==> src/pkg/low_power_counter_consts.svh <==
// register map, field positions and reset values of the slow counter
// How it works
// - in standby the counter runs only while standby_run (control bit 7) is set.
// - prescaler field bits 6:3 divides the slow clock by 2 to the code.
// - control and count writes take effect two slow-clock cycles later.
// - control bit 0 counter_enable runs the counter; zero holds it stopped.
// - status bits 3..0 show compare, period, count, control sync busy.
// - compare interrupt requested when irq_enable bit 1 and compare flag set.
// - wrap interrupt requested when irq_enable bit 0 and wrap flag set.
// - compare flag set on count equal to match_value; write one clears.
// - at top_value the count wraps to zero, setting wrap flag; write one clears.
// - one shared temporary byte, directly readable and writable, pairs bytes.
// - without debug_keep_running the counter halts during break debug.
// - source_select picks 32 kHz, 1 kHz, crystal or external slow clock.
// - count low byte at its offset, high byte at offset plus one.
`ifndef LOW_POWER_COUNTER_CONSTS_SVH
`define LOW_POWER_COUNTER_CONSTS_SVH

`define ADDR_W 5
`define OFS_COUNTER_CONTROL 5'h00
`define OFS_SYNC_BUSY_FLAGS 5'h01
`define OFS_IRQ_ENABLE 5'h02
`define OFS_IRQ_FLAGS 5'h03
`define OFS_WIDE_ACCESS_LATCH 5'h04
`define OFS_DEBUG_HALT_CONTROL 5'h05
`define OFS_SOURCE_SELECT 5'h07
`define OFS_COUNT_LO 5'h08
`define OFS_COUNT_HI 5'h09
`define OFS_TOP_LO 5'h0A
`define OFS_TOP_HI 5'h0B
`define OFS_MATCH_LO 5'h0C
`define OFS_MATCH_HI 5'h0D

`define BIT_STANDBY_RUN 7
`define BIT_COUNTER_ENABLE 0
`define PRESC_MSB 6
`define PRESC_LSB 3
`define BIT_MATCH 1
`define BIT_WRAP 0
`define BIT_DEBUG_KEEP_RUNNING 0
`define SYNC_CONTROL 0
`define SYNC_COUNT 1
`define SYNC_TOP 2
`define SYNC_MATCH 3

`define RST_CONTROL 8'h00
`define RST_COUNT 16'h0000
`define RST_TOP 16'hFFFF
`define RST_MATCH 16'h0000
`define SYNC_LATENCY 2'h2

`endif

==> src/pkg/low_power_counter_pkg.sv <==
// types shared by the slow counter design
`default_nettype none
package low_power_counter_pkg;
  typedef enum logic [1:0] {
    src_ulp_32k,
    src_ulp_1k,
    src_crystal,
    src_ext_pin
  } source_type;
endpackage
`default_nettype wire

==> src/low_power_counter_regs.sv <==
// slow real-time counter with byte register port and sync busy tracking
`include "low_power_counter_consts.svh"
`default_nettype none
module low_power_counter_regs (
  input wire logic ref_clk,
  input wire logic sys_rst,
  input wire logic [4:0] addr,
  input wire logic [7:0] wdata,
  input wire logic wr_en,
  input wire logic rd_en,
  output logic [7:0] rdata,
  input wire logic ultra_low_power_osc,
  input wire logic ultra_low_power_osc_1k,
  input wire logic crystal_osc,
  input wire logic ext_slow_clock_pin,
  input wire logic standby_sleep,
  input wire logic debug_break,
  output logic irq,
  output logic [1:0] source_out
);
  import low_power_counter_pkg::*;

  // overview of the block
  // - software talks to byte registers over a strobe port on ref_clk
  // - the slow clock is never used as a clock: its selected level is
  //   sampled on ref_clk and each rising edge becomes a one-cycle enable
  // - control, count, top and match writes land in a shadow first and
  //   reach the live copy only after two slow edges, as the real crossing
  //   would; the busy bits in the status register track that wait
  // - everything runs on one clock, so no real metastability exists here;
  //   the latency is kept so that software sees the documented timing
  // - standby and debug halts are plain levels and act at once
  // - interrupt flags are sticky; set wins over any clear in one cycle

  // ************************************************************
  // software-visible registers
  // ************************************************************
  logic [7:0] ctrl_shadow;
  logic [7:0] ctrl_live;
  logic [1:0] irq_enable;
  logic [1:0] irq_flags;
  logic [7:0] wide_access_latch;
  logic debug_keep_running;
  source_type source_select;
  logic [15:0] count_value;
  logic [15:0] count_shadow;
  logic [15:0] top_shadow;
  logic [15:0] top_value;
  logic [15:0] match_shadow;
  logic [15:0] match_value;
  logic [1:0] sync_pend [4];
  logic [3:0] sync_busy;
  logic [3:0] sync_start;
  logic [3:0] sync_done;

  // address decodes shared by several processes below; keeping them in
  // one place means a new offset only has to be added once
  logic wr_ctrl;
  logic wr_temp;
  logic rd_flags;
  logic wr_flags;

  assign wr_ctrl = wr_en && (addr == `OFS_COUNTER_CONTROL);
  assign wr_temp = wr_en && (addr == `OFS_WIDE_ACCESS_LATCH);
  assign rd_flags = rd_en && (addr == `OFS_IRQ_FLAGS);
  assign wr_flags = wr_en && (addr == `OFS_IRQ_FLAGS);

  // a high byte write commits the paired value and starts a crossing
  assign sync_start[`SYNC_CONTROL] = wr_ctrl;
  assign sync_start[`SYNC_COUNT] = wr_en && (addr == `OFS_COUNT_HI);
  assign sync_start[`SYNC_TOP] = wr_en && (addr == `OFS_TOP_HI);
  assign sync_start[`SYNC_MATCH] = wr_en && (addr == `OFS_MATCH_HI);

  // ************************************************************
  // slow clock source selection and edge detection
  // ************************************************************
  logic src_level;
  logic src_prev;
  logic src_edge;

  // the chosen level must already be running; no glitch-free switch here
  // switching source mid-count can give one spurious or one lost edge:
  // the previous level belongs to the old source, so the first sample of
  // the new one may look like a rise; software should stop the counter
  // before it changes the source if an exact count matters
  always_comb
  begin
    unique case (source_select)
      src_ulp_32k: src_level = ultra_low_power_osc;
      src_ulp_1k: src_level = ultra_low_power_osc_1k;
      src_crystal: src_level = crystal_osc;
      src_ext_pin: src_level = ext_slow_clock_pin;
    endcase
  end

  // pins are synchronous to ref_clk, so a single stage finds edges
  always_ff @(posedge ref_clk or posedge sys_rst)
  begin
    if (sys_rst)
      src_prev <= 1'b0;
    else
      src_prev <= src_level;
  end

  assign src_edge = src_level && !src_prev;
  assign source_out = source_select;

  // ************************************************************
  // crossing into the slow domain: two slow edges of latency
  // ************************************************************
  // a new write restarts the wait; overlapping writes are the caller's risk
  // each tracker is a two-bit down counter: loaded on the committing
  // write, stepped by slow edges, and the step from one to zero is the
  // moment the shadow moves to the live copy
  // a write in the same cycle as that last step wins, so the newer value
  // is never overwritten by the one it replaced
  always_ff @(posedge ref_clk or posedge sys_rst)
  begin
    if (sys_rst)
    begin
      for (int i = 0; i < 4; i++)
        sync_pend[i] <= 2'h0;
    end
    else
    begin
      for (int i = 0; i < 4; i++)
      begin
        if (sync_start[i])
          sync_pend[i] <= `SYNC_LATENCY;
        else if (src_edge && sync_pend[i] != 2'h0)
          sync_pend[i] <= sync_pend[i] - 2'h1;
      end
    end
  end

  always_comb
  begin
    for (int i = 0; i < 4; i++)
    begin
      sync_busy[i] = (sync_pend[i] != 2'h0);
      sync_done[i] = src_edge && (sync_pend[i] == 2'h1) && !sync_start[i];
    end
  end

  // ************************************************************
  // control, enable and configuration registers
  // ************************************************************
  always_ff @(posedge ref_clk or posedge sys_rst)
  begin
    if (sys_rst)
      ctrl_shadow <= `RST_CONTROL;
    else if (wr_ctrl)
      ctrl_shadow <= {wdata[7:3], 2'b00, wdata[0]};
  end

  // the live copy is what the slow logic obeys
  // readback shows the shadow, so software sees its own write at once
  // even while the live copy still runs on the older setting
  always_ff @(posedge ref_clk or posedge sys_rst)
  begin
    if (sys_rst)
      ctrl_live <= `RST_CONTROL;
    else if (sync_done[`SYNC_CONTROL])
      ctrl_live <= ctrl_shadow;
  end

  always_ff @(posedge ref_clk or posedge sys_rst)
  begin
    if (sys_rst)
    begin
      irq_enable <= 2'h0;
      debug_keep_running <= 1'b0;
      source_select <= src_ulp_32k;
    end
    else if (wr_en)
    begin
      if (addr == `OFS_IRQ_ENABLE)
        irq_enable <= wdata[1:0];
      if (addr == `OFS_DEBUG_HALT_CONTROL)
        debug_keep_running <= wdata[`BIT_DEBUG_KEEP_RUNNING];
      if (addr == `OFS_SOURCE_SELECT)
        source_select <= source_type'(wdata[1:0]);
    end
  end

  // ************************************************************
  // shared temporary byte and 16-bit staging
  // ************************************************************
  logic low_read;

  assign low_read = rd_en && (addr == `OFS_COUNT_LO || addr == `OFS_TOP_LO ||
                              addr == `OFS_MATCH_LO);

  always_ff @(posedge ref_clk or posedge sys_rst)
  begin
    if (sys_rst)
      wide_access_latch <= 8'h00;
    else if (wr_temp)
      wide_access_latch <= wdata;
    else if (wr_en && (addr == `OFS_COUNT_LO || addr == `OFS_TOP_LO ||
                       addr == `OFS_MATCH_LO))
      wide_access_latch <= wdata;
    else if (low_read)
    begin
      unique case (addr)
        `OFS_COUNT_LO: wide_access_latch <= count_value[15:8];
        `OFS_TOP_LO: wide_access_latch <= top_shadow[15:8];
        default: wide_access_latch <= match_shadow[15:8];
      endcase
    end
  end

  // the high byte joins the staged low byte in one write
  // a lone high write pairs with whatever the shared byte holds, which
  // may be a value left by a read or a direct write; software that mixes
  // accesses must write the low byte again first
  always_ff @(posedge ref_clk or posedge sys_rst)
  begin
    if (sys_rst)
    begin
      count_shadow <= `RST_COUNT;
      top_shadow <= `RST_TOP;
      match_shadow <= `RST_MATCH;
    end
    else
    begin
      if (sync_start[`SYNC_COUNT])
        count_shadow <= {wdata, wide_access_latch};
      if (sync_start[`SYNC_TOP])
        top_shadow <= {wdata, wide_access_latch};
      if (sync_start[`SYNC_MATCH])
        match_shadow <= {wdata, wide_access_latch};
    end
  end

  always_ff @(posedge ref_clk or posedge sys_rst)
  begin
    if (sys_rst)
    begin
      top_value <= `RST_TOP;
      match_value <= `RST_MATCH;
    end
    else
    begin
      if (sync_done[`SYNC_TOP])
        top_value <= top_shadow;
      if (sync_done[`SYNC_MATCH])
        match_value <= match_shadow;
    end
  end

  // ************************************************************
  // prescaler and counter
  // ************************************************************
  logic [14:0] presc_cnt;
  logic [15:0] presc_mask_w;
  logic [14:0] presc_mask;
  logic run_ok;
  logic tick;
  logic at_top;
  logic [15:0] next_count;

  // standby and debug halts freeze the prescaler too, so no tick is lost
  // the prescaler is a free binary counter; a tick falls on every edge at
  // which its low k bits are all ones, which divides by two to the k
  // without a separate reload value
  // disabling clears it, so every enable starts a fresh division period
  assign run_ok = ctrl_live[`BIT_COUNTER_ENABLE]
    && (!standby_sleep || ctrl_live[`BIT_STANDBY_RUN])
    && (!debug_break || debug_keep_running);

  assign presc_mask_w = (16'h0001 << ctrl_live[`PRESC_MSB:`PRESC_LSB]) -
                        16'h0001;
  assign presc_mask = presc_mask_w[14:0];
  assign tick = src_edge && run_ok &&
                ((presc_cnt & presc_mask) == presc_mask);

  always_ff @(posedge ref_clk or posedge sys_rst)
  begin
    if (sys_rst)
      presc_cnt <= 15'h0000;
    else if (!ctrl_live[`BIT_COUNTER_ENABLE])
      presc_cnt <= 15'h0000;
    else if (src_edge && run_ok)
      presc_cnt <= presc_cnt + 15'h0001;
  end

  assign at_top = (count_value == top_value);
  assign next_count = at_top ? 16'h0000 : count_value + 16'h0001;

  always_ff @(posedge ref_clk or posedge sys_rst)
  begin
    if (sys_rst)
      count_value <= `RST_COUNT;
    else if (sync_done[`SYNC_COUNT])
      count_value <= count_shadow;
    else if (tick)
      count_value <= next_count;
  end

  // ************************************************************
  // interrupt flags: set wins over read or write-one clear
  // ************************************************************
  logic [1:0] flag_set;
  logic [1:0] flag_clr;

  assign flag_set[`BIT_WRAP] = tick && at_top;
  assign flag_set[`BIT_MATCH] = tick && (next_count == match_value);
  assign flag_clr = rd_flags ? 2'b11 : (wr_flags ? wdata[1:0] : 2'b00);

  always_ff @(posedge ref_clk or posedge sys_rst)
  begin
    if (sys_rst)
      irq_flags <= 2'h0;
    else
      irq_flags <= (irq_flags & ~flag_clr) | flag_set;
  end

  // level request, held until software clears the flag
  // the request is not registered: a mask write takes effect in the very
  // cycle after it, which keeps masking immediate for the interrupt
  // controller at the cost of a combinational path from two registers
  assign irq = |(irq_flags & irq_enable);

  // ************************************************************
  // read port: data stands in the cycle after the strobe
  // ************************************************************
  // the read mux is combinational and the result is registered once;
  // rdata returns to zero after its cycle so a stale value is never
  // mistaken for a fresh answer
  logic [7:0] next_rdata;

  always_comb
  begin
    next_rdata = 8'h00;
    unique case (addr)
      `OFS_COUNTER_CONTROL: next_rdata = ctrl_shadow;
      `OFS_SYNC_BUSY_FLAGS: next_rdata = {4'h0, sync_busy};
      `OFS_IRQ_ENABLE: next_rdata = {6'h00, irq_enable};
      `OFS_IRQ_FLAGS: next_rdata = {6'h00, irq_flags};
      `OFS_WIDE_ACCESS_LATCH: next_rdata = wide_access_latch;
      `OFS_DEBUG_HALT_CONTROL: next_rdata = {7'h00, debug_keep_running};
      `OFS_SOURCE_SELECT: next_rdata = {6'h00, source_select};
      `OFS_COUNT_LO: next_rdata = count_value[7:0];
      `OFS_TOP_LO: next_rdata = top_shadow[7:0];
      `OFS_MATCH_LO: next_rdata = match_shadow[7:0];
      `OFS_COUNT_HI, `OFS_TOP_HI, `OFS_MATCH_HI:
        next_rdata = wide_access_latch;
      default: next_rdata = 8'h00; // unmapped reads zero
    endcase
  end

  always_ff @(posedge ref_clk or posedge sys_rst)
  begin
    if (sys_rst)
      rdata <= 8'h00;
    else if (rd_en)
      rdata <= next_rdata;
    else
      rdata <= 8'h00;
  end
endmodule
`default_nettype wire

==> config.mk <==
export PLATFORM = sky130hd
export DESIGN_NAME = low_power_counter_regs
export DESIGN_NICKNAME = d
export VERILOG_FILES = /design/src/pkg/low_power_counter_pkg.sv /design/src/low_power_counter_regs.sv
export VERILOG_INCLUDE_DIRS = /design/src /design/src/pkg
export SDC_FILE = /design/constraint.sdc
export NUM_CORES = 1
export LEC_CHECK = 0
export ABC_AREA = 1
export BUFFER_PORTS_ARGS = -buffer_cell sky130_fd_sc_hd__buf_4
export CAP_MARGIN = 0
export CELL_PAD_IN_SITES_DETAIL_PLACEMENT = 1
export CELL_PAD_IN_SITES_GLOBAL_PLACEMENT = 2
export CORE_ASPECT_RATIO = 0.9
export CORE_UTILIZATION = 37
export DETAILED_ROUTE_END_ITERATION = 7
export PLACE_DENSITY = 0.84
export RECOVER_POWER = 100
export SLEW_MARGIN = 20
export SYNTH_ARGS = -nofsm -noshare
export SYNTH_HDL_FRONTEND = slang
export SYNTH_SLANG_ARGS = --single-unit
==> constraint.sdc <==
create_clock -name ref_clk -period 6.8 [get_ports ref_clk]
set_clock_uncertainty 0.05 [all_clocks]
set_input_delay 1.36 -clock ref_clk [delete_from_list [all_inputs] [get_ports ref_clk]]
set_output_delay 1.36 -clock ref_clk [all_outputs]
set_load 0.02 [all_outputs]
==> metrics.log, run 1 <==
INFO  metric worstSetupPathType = in2reg
INFO  metric register_to_register_path_setup_slack = 3.29 ns
INFO  metric floorplan.die_area = 0.0232 sq mm
INFO  metric hp-start = count_shadow[9]
INFO  metric netSwitchingPower = 1.48 mW
INFO  metric drt-pass1-iter-count = 4
INFO  metric insertedDiodeCount = 0
INFO  metric holdCritPathClass = reg2reg
INFO  metric post-place-ws = 2.63 ns
INFO  metric arrival = 5.30 ns
INFO  metric fmaxAchievable = 198 MHz
INFO  metric p_leak = 4.44 nW
INFO  metric areaGrowthSynthToFinish = 11.1%
INFO  metric cts.repair.resized = 0
INFO  metric overflow = 0
INFO  metric detail_route.iter0.violations = 461
INFO  metric fillers = 2741
INFO  metric hold_end = count_shadow[9]
INFO  metric die_width = 161 um
INFO  metric grt_setup_unrepaired = no
INFO  metric cts_inserted_buffers = 17
INFO  metric cts_htree_levels = 4
INFO  metric status = finished, violations left
INFO  metric cts_hold_buf = 0
INFO  metric failed_checks = max-capacitance violations, max-slew violations
INFO  metric fin_crit_share = 0.742
INFO  metric crit-reg2reg-launch = source_out[0]
INFO  metric power.clock.fraction = 0.261
INFO  metric start_util = 0.382
INFO  metric proportion_of_power_drawn_by_flip_flops_and_latches = 0.413
INFO  metric max-slew-margin-rel = -1.77
INFO  metric fin_nets = 1146
INFO  metric data_required_time_of_the_worst_path = 7.05 ns
INFO  metric clkLatencyLatePin = 0.42 ns
INFO  metric ys_types = 45
INFO  metric initial_antenna_violation_count = 0
INFO  metric synth-seq-area-share = 0.468
INFO  metric postSynthRegisterBits = 155
INFO  metric r2r_end = count_value[9]
INFO  metric slew_viol_final = 152
INFO  metric grt_max_degree = 89
INFO  metric grt_first_pass_wirelength = 44200 um
INFO  metric post_cts_setup_buffer_count = 0
INFO  metric power.total = 3.70 mW
INFO  metric detail_route.drc_violations = 0
INFO  metric path_clk_slew = 0.07 ns
INFO  metric layout.cells.most_common = sky130_fd_sc_hd__nand2_1
INFO  metric cts.root.buffer_cell = sky130_fd_sc_hd__clkbuf_16
INFO  metric place.detailed.hpwl = 20200 um
INFO  metric post_synth_inst_count = 1086
INFO  metric place.port_buffers = 33
INFO  metric number_of_routed_nets_with_antenna_violations = 0
INFO  metric vdd_drop_max = 0.152 mV
INFO  metric synth_edf_count = 0
INFO  metric num_io_pins = 34
INFO  metric timing.final.setup_violations = 0
INFO  metric routed-via-count = 7464
INFO  metric timing.critical_path.to_type = flip-flop
INFO  metric wl = 27400 um
INFO  metric tritoncts = done
INFO  metric cts_sinks = 155
INFO  metric rows = 51
INFO  metric grtUsageTotal = 0.253
INFO  metric timing.final.ws_setup = 1.76 ns
INFO  metric grt_pass1_vias = 7720
INFO  metric syn_nets = 1120
INFO  metric crit_fanout = 29
INFO  metric reg2regPathDepth = 11
INFO  metric highest_count_cells_in_the_layout_ignoring_fill_and_taps = 297 x sky130_fd_sc_hd__nand2_1, 159 x sky130_fd_sc_hd__inv_1, 123 x sky130_fd_sc_hd__dfrtp_1, 115 x sky130_fd_sc_hd__o21ai_0, 81 x sky130_fd_sc_hd__nor2_1
INFO  metric power.share.combinational = 0.326
INFO  metric placeableCoreArea = 0.0219 sq mm
INFO  metric cts_buffer_depth = 2
INFO  metric ys_dominant_reg_cell = sky130_fd_sc_hd__dfrtp_1
INFO  metric yosysWarningCount = 0
INFO  metric finalHoldViolCount = 0
INFO  metric critPathLaunchType = primary input
INFO  metric avgSynthCellArea = 7.70 sq um
INFO  metric post_drt_wl_per_cell = 19.3 um
INFO  metric routed_via_density = 5.27
INFO  metric gp_congestion = 0.883
INFO  metric fraction_of_final_layout_cells_sized_beyond_drive_strength_1 = 0.0996
INFO  metric chipHeight = 145 um
INFO  metric switching_share = 0.400
INFO  metric timing.final.crit_period = 5.04 ns
INFO  metric max_cap_violations = 3
INFO  metric cellPowerDensity = 398 mW/mm^2
INFO  metric cellInternalPower = 2.22 mW
INFO  metric timing_worst_slew_pin_value = 4.14 ns
INFO  metric synth_async_sr_flop_share = 1.00
INFO  metric cell_area_after_technology_mapping = 0.00837 sq mm
INFO  metric min_delay_path_depth = 2
INFO  metric final.setup.tns = 0 ns
[synth_stat cells, types with 5 or more instances]
master                       n  area, sq um
sky130_fd_sc_hd__a211oi_1    5         37.5
sky130_fd_sc_hd__nand3_1    56          280
sky130_fd_sc_hd__inv_2      11         41.3
sky130_fd_sc_hd__o22ai_1    18          113
sky130_fd_sc_hd__nand2_1   290         1090
sky130_fd_sc_hd__inv_1     155          582
sky130_fd_sc_hd__o21ai_2     7         61.3
sky130_fd_sc_hd__buf_2      14         70.1
sky130_fd_sc_hd__xor2_1     11         96.3
sky130_fd_sc_hd__nor4_1      5         31.3
sky130_fd_sc_hd__o221ai_1   20          175
sky130_fd_sc_hd__nand3b_1    5         37.5
sky130_fd_sc_hd__o21ai_0   114          571
sky130_fd_sc_hd__dfstp_2    32          841
sky130_fd_sc_hd__clkbuf_1    9         33.8
sky130_fd_sc_hd__a21oi_1    38          190
sky130_fd_sc_hd__ha_1       11          138
sky130_fd_sc_hd__nand4_1     8         50.1
sky130_fd_sc_hd__o211ai_1    5         37.5
sky130_fd_sc_hd__nor2_1     78          293
sky130_fd_sc_hd__nor3_1     16         80.1
sky130_fd_sc_hd__nand2_2    13         81.3
sky130_fd_sc_hd__dfrtp_1   123         3080
[sequential cells by signal, indices dropped and copies added, names as in the netlist]
| name | flops |
|---|---|
| debug_keep_running | 1 |
| irq_enable | 2 |
| ctrl_live | 6 |
| source_out | 2 |
| count_value | 16 |
| irq_flags | 2 |
| match_value | 16 |
| top_value | 16 |
| match_shadow | 16 |
| src_prev | 1 |
| count_shadow | 16 |
| ctrl_shadow | 6 |
| sync_pend | 8 |
| wide_access_latch | 8 |
| presc_cnt | 15 |
| rdata | 8 |
| top_shadow | 16 |
[logic make-up after synthesis]
group,share of synthesized area
buf+inv,0.0960
fa+ha+maj,0.0164
flops,0.468
simple gates,0.255
compound gates,0.152
xor+xnor,0.0126
[layer usage]
metal | up-vias | GRT usage | routed length, um
met3 | 23 | 0.0405 | 916
met4 | 0 | 0.0586 | 376
met5 | - | 0 | 0
met1 | 3748 | 0.347 | 13100
met2 | 124 | 0.421 | 13000
li1 | 3569 | - | -
[power by group through the flow]
stage / logic [mW] / clock network (mW) / registers, mW
CTS: 1.23 / 0.978 / 1.53
global placement: 1.17 / 0 / 1.53
finish: 1.21 / 0.965 / 1.53
detailed placement: 1.22 / 0 / 1.54
floorplan: 0.909 / 0 / 1.43
global route: 1.40 / 1.02 / 1.57
[worst max-delay path by stage]
stage	end	cells after the start	slack, ns	start
floorplan	count_shadow[0]	1	1.26	sys_rst
global placement	top_value[0]	10	2.78	addr[2]
detailed placement	top_value[15]	11	2.63	addr[3]
CTS	top_value[7]	11	2.98	addr[3]
global route	count_value[2]	12	1.46	addr[0]
finish	count_value[9]	12	1.76	addr[3]
[worst max-delay path: stages]
cell	delay (ns)
sky130_fd_sc_hd__clkbuf_1	0.15
sky130_fd_sc_hd__inv_1	0.12
sky130_fd_sc_hd__nor2_1	0.15
sky130_fd_sc_hd__inv_1	0.08
sky130_fd_sc_hd__nor2_1	0.57
sky130_fd_sc_hd__inv_1	0.64
sky130_fd_sc_hd__nand2_1	0.68
sky130_fd_sc_hd__clkinvlp_2	0.76
sky130_fd_sc_hd__nor2_8	0.40
sky130_fd_sc_hd__inv_4	0.15
sky130_fd_sc_hd__o211ai_1	0.12
sky130_fd_sc_hd__o21ai_2	0.08
[cell type report]
cell class	instances	area, sq um	area share
clock inverter	10	118	0.0127
tap	291	364	0.0392
sequential	155	3920	0.422
clock buffer	22	464	0.0499
timing repair buffer	36	214	0.0230
multi-input combinational	731	3570	0.384
inverter	171	647	0.0696
[per-stage QoR]
stage                     hold slack [ns]   util  cells  area, sq um
after floorplan                     0.398      -   1086         8370
after global placement              0.421  0.404   1384         8850
after detailed placement            0.424  0.404   1384         8850
after CTS                           0.445  0.431   1416         9430
after global routing                0.475  0.425   1416         9300
final                               0.445  0.425   1416         9300
(Power assumes the default switching activity.)
==> run 2, diff against run 1 <==
- ABC_AREA: 1 -> 0
- CORE_UTILIZATION: 37 -> 42
- clock period: 6.8 -> 4.7 ns (I/O delays scaled with it)
==> metrics.log, run 2 <==
INFO  metric compound_cell_area_share_of_the_yosys_netlist = 0.108 (-0.0437)
INFO  metric grt_pass1_vias = 6618 (-14%)
INFO  metric hold_end = count_shadow[6]
INFO  metric failed_checks = max-capacitance violations, max-slew violations
INFO  metric grtUsageTotal = 0.255 (+0.00212)
INFO  metric cts_htree_levels = 4 (unchanged)
INFO  metric vdd_drop_max = 0.289 mV (+90%)
INFO  metric num_io_pins = 34 (unchanged)
INFO  metric path_clk_slew = 0.06 ns (about the same)
INFO  metric regArea = 0.00392 sq mm (unchanged)
INFO  metric placeableCoreArea = 0.0193 sq mm (-12%)
INFO  metric synth_fa_ha_area_frac = 0.0165 (+0.0000915)
INFO  metric start_util = 0.432 (+0.0493)
INFO  metric routed_via_density = 6.01 (+14%)
INFO  metric chipHeight = 136 um (-6.3%)
INFO  metric worstSetupPathType = in2reg
INFO  metric stdcell_count = 1056 (-25%)
INFO  metric hp-start = count_shadow[6]
INFO  metric power.clock.fraction = 0.272 (+0.011)
INFO  metric detail_route.drc_violations = 0 (unchanged)
INFO  metric switching_share = 0.355 (-0.0449)
INFO  metric number_of_routed_nets_with_antenna_violations = 0 (unchanged)
INFO  metric overflow = 0 (unchanged)
INFO  metric highest_count_cells_in_the_layout_ignoring_fill_and_taps = 123 x sky130_fd_sc_hd__dfrtp_1, 97 x sky130_fd_sc_hd__mux2_2, 66 x sky130_fd_sc_hd__nor2_1, 48 x sky130_fd_sc_hd__nand2_1, 42 x sky130_fd_sc_hd__xnor2_1
INFO  metric timing.final.crit_period = 4.05 ns
INFO  metric rows = 48 (-5.9%)
INFO  metric areaGrowthSynthToFinish = 11.3%
INFO  metric initial_antenna_violation_count = 0 (unchanged)
INFO  metric synth_async_sr_flop_share = 1.00 (unchanged)
INFO  metric arrival = 4.30 ns (-1.00 ns)
INFO  metric ys_dominant_reg_cell = sky130_fd_sc_hd__dfrtp_1
INFO  metric fmaxAchievable = 247 MHz
INFO  metric netSwitchingPower = 1.88 mW (+27%)
INFO  metric routed-via-count = 6345 (-15%)
INFO  metric wl = 24100 um (-12%)
INFO  metric post_synth_xor_area_fraction = 0.0573 (+0.0447)
INFO  metric timing.final.setup_violations = 0 (unchanged)
INFO  metric critPathLaunchType = primary input
INFO  metric cellPowerDensity = 571 mW/mm^2 (+43%)
INFO  metric ys_top_cells_by_area = sky130_fd_sc_hd__dfrtp_1 37%, sky130_fd_sc_hd__mux2_2 13%, sky130_fd_sc_hd__dfstp_2 10%, sky130_fd_sc_hd__xnor2_1 4.4%, sky130_fd_sc_hd__nor2_1 3.0%
INFO  metric postSynthRegisterBits = 155 (unchanged)
INFO  metric cell_type_group_with_the_largest_total_delay_on_the_critical_path = compound AO/OA/AOI/OAI gates
INFO  metric syn_nets = 809 (-28%)
INFO  metric power.share.combinational = 0.288 (-0.038)
INFO  metric tritoncts = done
INFO  metric post_cts_setup_buffer_count = 0 (unchanged)
INFO  metric synth-seq-area-share = 0.471 (+0.00261)
INFO  metric crit_fanout = 28 (-3.4%)
INFO  metric crit_path_max_incr_delay = 1.93 ns (+1.17 ns)
INFO  metric place.port_buffers = 33 (unchanged)
INFO  metric drt-pass1-iter-count = 5 (+1)
INFO  metric synth_top_cell_area_share = 0.370 (+0.00205)
INFO  metric cts_sinks = 155 (unchanged)
INFO  metric cp_common_cell = sky130_fd_sc_hd__o21ai_0
INFO  metric r2r_end = count_value[15]
INFO  metric critical_path.cell_chain = buf_4 -> nand2b_1 -> nor2_1 -> o21ai_0 -> a211oi_1 -> a21oi_1 -> o21ai_0
INFO  metric max_cap_violations = 2 (-1)
INFO  metric cts_hold_buf = 0 (unchanged)
INFO  metric cpMaxStageDelayCell = sky130_fd_sc_hd__o21ai_0
INFO  metric gp_congestion = 0.870 (-1.5%)
INFO  metric cell_area_after_technology_mapping = 0.00832 sq mm (-0.55%)
INFO  metric cellInternalPower = 3.41 mW (+54%)
INFO  metric fin_crit_share = 0.861
INFO  metric finalHoldViolCount = 0 (unchanged)
INFO  metric synth.largest_area_cell = sky130_fd_sc_hd__dfrtp_1
INFO  metric status = finished, violations left
INFO  metric fillers = 2143 (-22%)
INFO  metric grt_setup_unrepaired = no
INFO  metric fraction_of_final_layout_cells_sized_beyond_drive_strength_1 = 0.256 (+0.156)
INFO  metric slew_viol_final = 173 (+14%)
INFO  metric ys_top_cells_by_count = 123 x sky130_fd_sc_hd__dfrtp_1, 99 x sky130_fd_sc_hd__mux2_2, 66 x sky130_fd_sc_hd__nor2_1
INFO  metric cts.repair.resized = 0 (unchanged)
INFO  metric ys_types = 75 (+67%)
INFO  metric final.setup.tns = 0 ns (unchanged)
INFO  metric data_required_time_of_the_worst_path = 4.96 ns (-2.09 ns)
INFO  metric worst-path-buf-inv = 1 (-5)
INFO  metric cts.root.buffer_cell = sky130_fd_sc_hd__clkbuf_16
INFO  metric fin_nets = 827 (-28%)
INFO  metric synth_edf_count = 0 (unchanged)
INFO  metric utilization = 0.481 (+0.0558)
INFO  metric reg2regPathDepth = 11 (unchanged)
INFO  metric numPlacedInstances = 1024 (-26%)
INFO  metric holdCritPathClass = reg2reg
INFO  metric detail_route.iter0.violations = 428 (-7.2%)
INFO  metric cp-startpoint = addr[1]
INFO  metric yosysWarningCount = 0 (unchanged)
INFO  metric p_leak = 3.80 nW (-14%)
INFO  metric insertedDiodeCount = 0 (unchanged)
INFO  metric post_synth_inst_count = 775 (-29%)
INFO  metric synth_top_family_by_area = multiplexers
INFO  metric layout.cells.most_common = sky130_fd_sc_hd__dfrtp_1
INFO  metric avgSynthCellArea = 10.7 sq um (+39%)
INFO  metric multiInputGateArea = 0.00409 sq mm (+14%)
INFO  metric post_drt_wl_per_cell = 22.8 um (+18%)
INFO  metric timing_worst_slew_pin_value = 2.51 ns (-1.62 ns)
INFO  metric synth.most_common_cell = sky130_fd_sc_hd__dfrtp_1
INFO  metric grt_first_pass_wirelength = 38500 um (-13%)
INFO  metric clkLatencyLatePin = 0.43 ns (about the same)
INFO  metric synth_simple_gate_area_share = 0.153 (-0.102)
INFO  metric register_to_register_path_setup_slack = 0.69 ns (-2.60 ns)
INFO  metric cts_buffer_depth = 2 (unchanged)
INFO  metric cts_inserted_buffers = 17 (unchanged)
INFO  metric place.detailed.hpwl = 16500 um (-18%)
INFO  metric proportion_of_power_drawn_by_flip_flops_and_latches = 0.440 (+0.027)
INFO  metric crit-reg2reg-launch = ctrl_live[4]
INFO  metric floorplan.die_area = 0.0204 sq mm (-12%)
INFO  metric die_width = 150 um (-6.3%)
INFO  metric min_delay_path_depth = 1 (-1)
INFO  metric timing.critical_path.to_type = flip-flop
INFO  metric grt_max_degree = 156 (+75%)
INFO  metric max-slew-margin-rel = -0.694 (+1.08)
INFO  metric multiplexer_share_of_the_synthesized_area = 0.158 (+0.158)
run 2: cell types whose count changed after synthesis, moves of 17 or more:
| cell | previous run | this run |
|---|---|---|
| sky130_fd_sc_hd__xnor2_1 | 1 | 42 |
| sky130_fd_sc_hd__nand2_1 | 290 | 48 |
| sky130_fd_sc_hd__nand3_1 | 56 | 16 |
| sky130_fd_sc_hd__o221ai_1 | 20 | 1 |
| sky130_fd_sc_hd__a31oi_1 | 2 | 19 |
| sky130_fd_sc_hd__inv_1 | 155 | 20 |
| sky130_fd_sc_hd__mux2i_1 | 0 | 18 |
| sky130_fd_sc_hd__o21ai_0 | 114 | 37 |
| sky130_fd_sc_hd__mux2_2 | 0 | 99 |
run 2: cell type report:
| class | instances | share of cell area |
|---|---|---|
| Tap cell | 250 | 0.0338 |
| Clock buffer | 22 | 0.0512 |
| Timing Repair Buffer | 42 | 0.0271 |
| Multi-Input combinational cell | 556 | 0.441 |
| Inverter | 21 | 0.00864 |
| Clock inverter | 10 | 0.0151 |
| Sequential cell | 155 | 0.423 |
run 2: how the worst max path moves through the flow:
stage | to | slack (ns) | cells past startpoint
floorplan | count_shadow[0] | 1.78 | 1
global placement | count_value[5] | 1.01 | 11
detailed placement | count_value[15] | 0.75 | 11
CTS | count_value[15] | 0.76 | 11
global route | count_value[14] | 0.46 | 11
finish | wide_access_latch[0] | 0.65 | 7
run 2: cell families after synthesis:
family	Yosys count
mux	118
flops	155
compound gates	144
simple gates	231
xor+xnor	52
fa+ha+maj	11
buf+inv	64
run 2: stage by stage:
step           area (sq um)  hold slack (ns)  setup slack [ns]  total power [mW]
2_1_floorplan          8320            0.430              1.78              3.42
3_3_place_gp           8750            0.437              1.01              3.74
3_5_place_dp           8750            0.444             0.753              3.86
4_1_cts                9370            0.459             0.763              5.33
5_1_grt                9260            0.468             0.458              5.59
6_report               9260            0.455             0.654              5.29
run 2: layer usage:
metal  global-route usage  wire, um  vias up
met5                    0         0        -
met4               0.0802       438        0
met3               0.0471       982       29
met2                0.405     11700      147
met1                0.354     11000     3339
li1                     -         -     2830
run 2: power by group through the flow:
| stage | clock, mW | combinational (mW) | sequential (mW) |
|---|---|---|---|
| 2_1_floorplan | 0 | 1.40 | 2.01 |
| 3_3_place_gp | 0 | 1.44 | 2.30 |
| 3_5_place_dp | 0 | 1.52 | 2.34 |
| 4_1_cts | 1.46 | 1.55 | 2.32 |
| 5_1_grt | 1.52 | 1.69 | 2.39 |
| 6_report | 1.44 | 1.52 | 2.33 |
run 2: worst register-to-register path: stages (launching register included):
cell and delay, ns:
sky130_fd_sc_hd__dfrtp_1 0.51, sky130_fd_sc_hd__nor2_1 0.24, sky130_fd_sc_hd__nand2_1 0.11, sky130_fd_sc_hd__ha_1 0.33, sky130_fd_sc_hd__nand2b_1 0.15, sky130_fd_sc_hd__nor3_1 0.06
sky130_fd_sc_hd__nor4_1 0.32, sky130_fd_sc_hd__o311a_1 0.26, sky130_fd_sc_hd__nand4_2 0.61, sky130_fd_sc_hd__nor2_1 0.86, sky130_fd_sc_hd__nand3b_1 0.20, sky130_fd_sc_hd__a31oi_1 0.22
